$ cat src/common/aio_host_pkg.sv
/*
  constants, field layout and state carriers for the analog i/o backplane
  slave. assumes a 100 MHz core clock and a 16 MHz backplane clock pin.
*/
package aio_host_pkg;
  localparam int unsigned REF_CLK_HZ = 100_000_000; // core clock rate
  localparam int unsigned SYS_CLK_MHZ = 16; // backplane timer clock
  // analog timing intervals in ns
  localparam int unsigned SETTLE_NS = 8000;
  localparam int unsigned SETTLE_SHORT_NS = 6000;
  localparam int unsigned TRACK_NS = 2000;
  localparam int unsigned TRACK_SHORT_NS = 1500;
  // same intervals as backplane clock ticks, least times rounded up
  localparam logic [7:0] SETTLE_TICKS = 8'((SETTLE_NS * SYS_CLK_MHZ + 999) / 1000);
  localparam logic [7:0] SETTLE_SHORT_TICKS = 8'((SETTLE_SHORT_NS * SYS_CLK_MHZ + 999) / 1000);
  localparam logic [7:0] TRACK_TICKS = 8'((TRACK_NS * SYS_CLK_MHZ + 999) / 1000);
  localparam logic [7:0] TRACK_SHORT_TICKS = 8'((TRACK_SHORT_NS * SYS_CLK_MHZ + 999) / 1000);
  // address modifiers for short i/o space
  localparam logic [5:0] AM_SHORT_SUP = 6'h2d;
  localparam logic [5:0] AM_SHORT_NPRIV = 6'h29;
  // word indices inside the 64-byte window
  localparam logic [4:0] SHARED_IDX = 5'h00; // shared_control_status_location
  localparam logic [4:0] CDR_IDX = 5'h01; // converter data
  localparam int unsigned DAC_SEL_BIT = 4; // words 16..31 are output memory
  // control field positions
  localparam int unsigned CTL_MUX_LSB = 0;
  localparam int unsigned CTL_START_SETTLE = 4;
  localparam int unsigned CTL_EN_CONV = 5;
  localparam int unsigned CTL_SHORT = 6;
  localparam int unsigned CTL_INTERLEAVE = 7;
  localparam int unsigned CTL_CODE_LSB = 8;
  localparam int unsigned CTL_OFFLINE = 10;
  localparam int unsigned CTL_FAST_REF = 11;
  localparam int unsigned CTL_LOOPBACK = 12;
  localparam logic [12:0] CTL_RESET = 13'h0000;
  typedef enum logic [1:0] {
    CODE_STRAIGHT = 2'b00,
    CODE_OFFSET = 2'b01,
    CODE_TWOS = 2'b10
  } code_e;
  typedef enum logic {
    BUS_IDLE = 1'b0,
    BUS_ACK = 1'b1
  } bus_e;
  // every pin sampled from outside the core clock domain
  typedef struct packed {
    logic as_n;
    logic [1:0] ds_n;
    logic write_n;
    logic [15:1] addr;
    logic [5:0] am;
    logic [15:0] data;
    logic [9:0] base_sel;
    logic am_sup_sel;
    logic sys_clk;
    logic sys_reset_n;
    logic adc_done;
    logic [11:0] adc_data;
  } pins_s;
  typedef struct packed {
    pins_s s1; // first synchroniser stage
    pins_s s2; // second synchroniser stage
    bus_e bus;
    logic ack;
    logic [15:0] rd_data;
    logic rd_oe;
    logic [12:0] ctl;
    logic ndr;
    logic conv_busy;
    logic settle_busy;
    logic tracking;
    logic settled;
    logic conv_pend;
    logic converting;
    logic adc_conv;
    logic [7:0] settle_cnt;
    logic sclk_prev;
    logic done_prev;
    logic [11:0] cdr;
    logic [15:0][11:0] mem;
    logic [11:0] ref_data;
  } state_s;
  localparam state_s STATE_RESET = '0;
endpackage

$ cat src/aio_host_port.sv
/*
  backplane slave of the 16-channel analog i/o board: window decode, board
  select, acknowledge, control/status word, converter sequencer and the
  16-word output memory with its refresh read port.
  assumes all backplane pins are asynchronous and resolved to wire levels
  by the bench; refresh_addr_i comes from logic on ref_clk_i.
*/
`timescale 1ns/100ps
module aio_host_port
  import aio_host_pkg::*;
(
  input wire logic ref_clk_i,
  input wire logic rst_n_i,
  input wire logic ce_i,
  input wire logic vme_as_n_i,
  input wire logic [1:0] vme_ds_n_i,
  input wire logic vme_write_n_i,
  input wire logic [15:1] vme_addr_i,
  input wire logic [5:0] vme_am_i,
  input wire logic [15:0] vme_data_i,
  output logic [15:0] vme_data_o,
  output logic vme_data_oe_o,
  output logic vme_dtack_n_o,
  output logic vme_dtack_oe_o,
  input wire logic [9:0] base_sel_i,
  input wire logic am_sup_sel_i,
  input wire logic sys_clk_i,
  input wire logic sys_reset_n_i,
  input wire logic adc_done_i,
  input wire logic [11:0] adc_data_i,
  output logic adc_conv_o,
  output logic track_o,
  output logic [3:0] mux_addr_o,
  input wire logic [3:0] refresh_addr_i,
  output logic [11:0] refresh_data_o,
  output logic offline_o,
  output logic fast_refresh_o,
  output logic loopback_o
);
  state_s st_ff; // all registered state
  state_s nxt_st; // next value of all state
  pins_s pins_now; // raw pin bundle
  logic [5:0] am_want; // modifier chosen by jumper
  logic sel; // board selected this cycle
  logic ds_any; // at least one data strobe low
  logic [4:0] widx; // word index in window
  logic [15:0] status_w; // status view of shared location
  logic [15:0] cdr_coded; // sample in selected coding
  logic [15:0] rd_word; // read mux result
  logic tick; // one backplane clock rising edge

  assign pins_now = '{vme_as_n_i, vme_ds_n_i, vme_write_n_i, vme_addr_i, vme_am_i,
    vme_data_i, base_sel_i, am_sup_sel_i, sys_clk_i, sys_reset_n_i, adc_done_i,
    adc_data_i};

  // board select compares only second-stage samples
  assign am_want = st_ff.s2.am_sup_sel ? AM_SHORT_SUP : AM_SHORT_NPRIV;
  assign sel = !st_ff.s2.as_n && (st_ff.s2.addr[15:6] == st_ff.s2.base_sel)
    && (st_ff.s2.am == am_want);
  assign ds_any = (st_ff.s2.ds_n != 2'b11);
  assign widx = st_ff.s2.addr[5:1];
  assign tick = st_ff.s2.sys_clk && !st_ff.sclk_prev;
  // flags above mirrored control bits
  assign status_w = {st_ff.ndr, st_ff.conv_busy, st_ff.settle_busy, st_ff.ctl};

  // coding applied on read, so a coding change needs no reconversion
  always_comb begin
    case (code_e'(st_ff.ctl[CTL_CODE_LSB +: 2]))
      CODE_TWOS: cdr_coded = {{4{~st_ff.cdr[11]}}, ~st_ff.cdr[11], st_ff.cdr[10:0]};
      default: cdr_coded = {4'h0, st_ff.cdr}; // straight and offset share bits
    endcase
  end

  // read mux over the window
  always_comb begin
    if (widx[DAC_SEL_BIT]) begin
      rd_word = {4'h0, st_ff.mem[widx[3:0]]};
    end else if (widx == SHARED_IDX) begin
      rd_word = status_w;
    end else if (widx == CDR_IDX) begin
      rd_word = cdr_coded;
    end else begin
      rd_word = 16'h0000;
    end
  end

  // whole next-state computation
  always_comb begin
    logic [15:0] old_w;
    logic [15:0] wr_w;
    logic start_req;
    logic conv_req;
    old_w = 16'h0000;
    wr_w = 16'h0000;
    start_req = 1'b0;
    conv_req = 1'b0;
    nxt_st = st_ff;
    nxt_st.s1 = pins_now;
    nxt_st.s2 = st_ff.s1;
    nxt_st.sclk_prev = st_ff.s2.sys_clk;
    nxt_st.done_prev = st_ff.s2.adc_done;
    nxt_st.adc_conv = 1'b0;
    nxt_st.ref_data = st_ff.mem[refresh_addr_i];
    // backplane handshake
    case (st_ff.bus)
      BUS_IDLE: begin
        if (sel && ds_any) begin
          nxt_st.bus = BUS_ACK;
          nxt_st.ack = 1'b1;
          if (st_ff.s2.write_n) begin
            nxt_st.rd_data = rd_word;
            nxt_st.rd_oe = 1'b1;
            if (widx == CDR_IDX) begin
              nxt_st.ndr = 1'b0;
              nxt_st.conv_busy = 1'b0;
            end
          end else begin
            // merge written byte lanes over current contents
            if (widx[DAC_SEL_BIT]) begin
              old_w = {4'h0, st_ff.mem[widx[3:0]]};
            end else begin
              old_w = {3'b000, st_ff.ctl};
            end
            wr_w[15:8] = st_ff.s2.ds_n[1] ? old_w[15:8] : st_ff.s2.data[15:8];
            wr_w[7:0] = st_ff.s2.ds_n[0] ? old_w[7:0] : st_ff.s2.data[7:0];
            if (widx[DAC_SEL_BIT]) begin
              nxt_st.mem[widx[3:0]] = wr_w[11:0];
            end else if (widx == SHARED_IDX) begin
              nxt_st.ctl = wr_w[12:0];
              nxt_st.ctl[CTL_START_SETTLE] = 1'b0; // start bits act once
              nxt_st.ctl[CTL_EN_CONV] = 1'b0;
              start_req = wr_w[CTL_START_SETTLE];
              conv_req = wr_w[CTL_EN_CONV];
            end
            // other words ignore writes
          end
        end
      end
      BUS_ACK: begin
        if (!ds_any) begin
          nxt_st.bus = BUS_IDLE;
          nxt_st.ack = 1'b0;
          nxt_st.rd_oe = 1'b0;
        end
      end
      default: begin
        nxt_st.bus = BUS_IDLE;
      end
    endcase
    // settling then tracking, each counted in backplane ticks
    if (st_ff.settle_busy && tick) begin
      if (st_ff.settle_cnt <= 8'h01) begin
        if (!st_ff.tracking) begin
          nxt_st.tracking = 1'b1;
          nxt_st.settle_cnt = st_ff.ctl[CTL_SHORT] ? TRACK_SHORT_TICKS : TRACK_TICKS;
        end else begin
          nxt_st.tracking = 1'b0;
          nxt_st.settle_busy = 1'b0;
          nxt_st.settled = 1'b1;
        end
      end else begin
        nxt_st.settle_cnt = st_ff.settle_cnt - 8'h01;
      end
    end
    // new settling; blocked during a conversion unless interleaved
    if (start_req && (!st_ff.converting || nxt_st.ctl[CTL_INTERLEAVE])) begin
      nxt_st.settle_busy = 1'b1;
      nxt_st.tracking = 1'b0;
      nxt_st.settled = 1'b0;
      nxt_st.settle_cnt = nxt_st.ctl[CTL_SHORT] ? SETTLE_SHORT_TICKS : SETTLE_TICKS;
    end
    if (conv_req) begin
      nxt_st.conv_busy = 1'b1;
      nxt_st.conv_pend = 1'b1;
    end
    // conversion completes: the set wins over a same-cycle read clear
    if (st_ff.converting && st_ff.s2.adc_done && !st_ff.done_prev) begin
      nxt_st.converting = 1'b0;
      nxt_st.cdr = st_ff.s2.adc_data;
      nxt_st.ndr = 1'b1;
    end
    // hold and convert once settled, with the converter free
    if (nxt_st.settled && nxt_st.conv_pend && !nxt_st.converting) begin
      nxt_st.adc_conv = 1'b1;
      nxt_st.converting = 1'b1;
      nxt_st.conv_pend = 1'b0;
      nxt_st.settled = 1'b0;
    end
    // backplane reset clears timers and flags, keeps mode latches
    if (!st_ff.s2.sys_reset_n) begin
      nxt_st.ndr = 1'b0;
      nxt_st.conv_busy = 1'b0;
      nxt_st.settle_busy = 1'b0;
      nxt_st.tracking = 1'b0;
      nxt_st.settled = 1'b0;
      nxt_st.conv_pend = 1'b0;
      nxt_st.converting = 1'b0;
      nxt_st.adc_conv = 1'b0;
      nxt_st.settle_cnt = 8'h00;
    end
  end

  // single state register, frozen while ce_i is low
  always_ff @(posedge ref_clk_i) begin
    if (!rst_n_i) begin
      st_ff <= STATE_RESET;
    end else if (ce_i) begin
      st_ff <= nxt_st;
    end
  end

  // outputs straight from state flops
  assign vme_data_o = st_ff.rd_data;
  assign vme_data_oe_o = st_ff.rd_oe;
  assign vme_dtack_n_o = ~st_ff.ack;
  assign vme_dtack_oe_o = st_ff.ack; // open collector: drive only low
  assign adc_conv_o = st_ff.adc_conv;
  assign track_o = st_ff.tracking;
  assign mux_addr_o = st_ff.ctl[CTL_MUX_LSB +: 4];
  assign refresh_data_o = st_ff.ref_data;
  assign offline_o = st_ff.ctl[CTL_OFFLINE];
  assign fast_refresh_o = st_ff.ctl[CTL_FAST_REF];
  assign loopback_o = st_ff.ctl[CTL_LOOPBACK];
endmodule // aio_host_port

$ cat config.mk
export PLATFORM = sky130hd
export DESIGN_NAME = aio_host_port
export DESIGN_NICKNAME = d
export VERILOG_FILES = /design/src/common/aio_host_pkg.sv /design/src/aio_host_port.sv
export SDC_FILE = /design/constraint.sdc
export NUM_CORES = 1
export LEC_CHECK = 0
export ABC_AREA = 0
export BUFFER_PORTS_ARGS = -buffer_cell sky130_fd_sc_hd__buf_2
export CAP_MARGIN = 25
export CORE_UTILIZATION = 44
export CTS_CLUSTER_SIZE = 20
export DETAILED_ROUTE_END_ITERATION = 6
export SLEW_MARGIN = 20
export SYNTH_ARGS = -nofsm -noshare
export SYNTH_HDL_FRONTEND = slang
export SYNTH_SLANG_ARGS = --single-unit
$ cat constraint.sdc
create_clock -name ref_clk_i -period 3.55 [get_ports ref_clk_i]
set_input_delay 0.1775 -clock ref_clk_i [delete_from_list [all_inputs] [get_ports ref_clk_i]]
set_output_delay 0.1775 -clock ref_clk_i [all_outputs]
set_load 0.01 [all_outputs]
==> flow_metrics.env <==
export IMPL_synth_top_area_frac=0.437
export IMPL_dp_hpwl_um=36500
export IMPL_yosys_warnings=0
export IMPL_grt_ovfl_total=0
export IMPL_setup_viol=0
export IMPL_grt_pass1_wl_um=84800
export IMPL_clockBufferDepth=3
export IMPL_fmax_mhz=322
export IMPL_synth_edf_count=0
export IMPL_ys_top_cells_by_count="nand2_1, dfxtp_1, a21oi_1"
export IMPL_syn_area_um2=18000
export IMPL_final_cells=2588
export IMPL_avgSynthCellArea_um2=9.31
export IMPL_dr_pass1_iters=5
export IMPL_slew_violations=0
export IMPL_synth_most_common_cell="nand2_1"
export IMPL_p_per_area_nw_per_um2=451
export IMPL_timing_rr_end="st_ff[224]"
export IMPL_placed_cell_area_um2=19000
export IMPL_cts_buffers=42
export IMPL_ant_nets=0
export IMPL_setup_tns_ns=0
export IMPL_htreeDepth=2
export IMPL_drt_iter0_markers=1352
export IMPL_clkTransAtPathRegs_ns=0.06
export IMPL_design_die_area_um2=41600
export IMPL_syn_to_final_growth_pct=16.6
export IMPL_critPathMaxFanout=12
export IMPL_min_delay_start="rst_n_i"
export IMPL_globalplace_congestion=0.852
export IMPL_synth_cell_types=67
export IMPL_grt_pass1_vias=14500
export IMPL_worst_pin_slew_ns=1.05
export IMPL_cts_tree="built"
export IMPL_routed_via_density=5.70
export IMPL_synth_fp_nets=2005
export IMPL_port_buffers=110
export IMPL_hold_depth=2
export IMPL_vias=14700
export IMPL_cp_end_kind="register"
export IMPL_synth_largest_area_cell="dfxtp_1"
export IMPL_cts_sinks=392
export IMPL_track_usage=0.267
export IMPL_status="finished, final reports clean"
export IMPL_startpoint_type="register"
export IMPL_antenna_found_initial=4
export IMPL_start_util=0.449
export IMPL_ys_flop_type="dfxtp_1"
export IMPL_min_period_ns=3.11
export IMPL_rsz0062_at_grt="false"
export IMPL_nNetsFinal=2110
export IMPL_drv_cap=0
export IMPL_path_class="reg2reg"
export IMPL_drive_above_1_share=0.188
export IMPL_grt_max_degree=124
export IMPL_wl_per_cell_um=21.4
export IMPL_p_leak_nw=7.76
export IMPL_core_um2=40000
export IMPL_dieHeight_um=204
export IMPL_synthArstFlopShare=0
export IMPL_finalCritPeriodShare=0.876
export IMPL_r2r_setup_slack_ns=0.44
export IMPL_drc_errors=0
export IMPL_crit_arrival_ns=3.56
export IMPL_row_count=73
export IMPL_stdcell_area_um2=20900
export IMPL_ioPinCount=114
export IMPL_skew_ns=0.0185
export IMPL_synth_area_leaders="dfxtp_1, mux4_2, nand2_1"
export IMPL_timing_slew_headroom=0.301
export IMPL_utilization=0.523
export IMPL_critical_path_required_ns=4.00
export IMPL_chipWidth_um=204
export IMPL_drt_wl_total_um=55300
export IMPL_hold_viol_final=0
export IMPL_crit_start="st_ff[317]"
export IMPL_root_buffer="clkbuf_16"
export IMPL_peakVddDrop_v=0.000274
export IMPL_place_inst=2450
export IMPL_yosysSeqAreaShare=0.437
export IMPL_hp_class="in2reg"
export IMPL_min_to="st_ff[231]"
export IMPL_insertion_delay_ns=0.55
export IMPL_synth_seq_cells=392
export IMPL_r2r_start="st_ff[317]"
export IMPL_rr_worst_depth=8
export IMPL_synthCells=1928
power breakdown:
group | total (mW) | internal [mW] | leakage [nW] | switching [mW]
registers | 4.53 | 4.47 | 3.18 | 0.0567
clock network | 4.25 | 2.47 | 0.652 | 1.78
logic | 0.660 | 0.277 | 3.93 | 0.383
total | 9.44 | 7.22 | 7.76 | 2.22
stage by stage:
step	hold WS, ns	setup slack [ns]	power [mW]
after floorplan	0.325	0.952	5.02
after global placement	0.414	0.554	5.22
after detailed placement	0.418	0.484	5.23
after CTS	0.115	0.467	9.50
after global routing	0.126	0.375	9.75
final	0.132	0.440	9.44
cell type report:
type / instances / area, µm²
fill: 3644 / 19100
multi-input combinational: 1334 / 9170
sequential: 392 / 7850
timing repair buffer: 251 / 1870
clock buffer: 62 / 1240
tap: 525 / 657
clock inverter: 9 / 73.8
inverter: 12 / 65.1
antenna: 3 / 7.51
metal layers:
layer | track usage | vias to the layer above | part of all wire
met2 | 0.442 | 584 | 0.47
met4 | 0.123 | 2 | 0.046
li1 | - | 6900 | -
met5 | 0 | - | 0.00034
met1 | 0.332 | 7123 | 0.40
met3 | 0.0572 | 130 | 0.081
cell families after synthesis:
logic type	after synthesis	share of synthesized area
AO/OA/AOI/OAI	314	0.0993
XOR/XNOR	14	0.00683
adder cells (fa/ha/maj)	3	0.00209
buffers and inverters	202	0.0535
flip-flops	392	0.437
multiplexers	268	0.230
AND/OR/NAND/NOR	735	0.171
how the worst max path moves through the flow:
stage | end | slack [ns] | depth (start not counted)
2_1_floorplan | st_ff[224] | 0.95 | 9
3_3_place_gp | st_ff[224] | 0.55 | 8
3_5_place_dp | st_ff[224] | 0.48 | 8
4_1_cts | st_ff[224] | 0.47 | 8
5_1_grt | st_ff[222] | 0.37 | 8
6_report | st_ff[224] | 0.44 | 8
worst max-delay path: stages, from the launching register on:
cell	delay [ns]
dfxtp_1	0.84
mux4_1	0.41
mux4_2	0.52
a31o_1	0.36
clkinv_8	0.13
nor3_4	0.07
buf_4	0.15
o31a_1	0.29
a41o_1	0.23
flip-flops by register name, indices dropped and copies added (netlist names):
register	count
adc_conv_o	1
fast_refresh_o	1
loopback_o	1
mux_addr_o	4
nxt_st	66
offline_o	1
refresh_data_o	12
st_ff	287
track_o	1
vme_data_o	16
vme_data_oe_o	1
vme_dtack_oe_o	1
placed cells by master, fill, tap and decap left out, types with 9 or more instances in the layout:
cell type	Yosys	final
xnor2_1	12	12
mux2i_1	153	153
buf_2	34	108
nor2_1	186	186
nand3_1	9	9
clkbuf_16	0	43
inv_1	11	10
dlygate4sd3_1	0	64
buf_4	35	71
a31oi_1	9	9
nand2b_1	12	12
a211oi_1	10	10
a21oi_1	229	229
or3_1	10	10
clkbuf_1	96	10
dfxtp_1	392	390
nand2_1	448	448
mux4_2	110	110
clkbuf_8	0	10
nand4_1	13	13
o21ai_0	16	16
what timing repair did:
item / 4_1_cts / 5_1_grt
hold endpoints to repair: 64 / 0
setup buffers: 0 / 0
hold buffers: 64 / 0
gates resized for setup: 0 / 0
(Power assumes the default switching activity.)
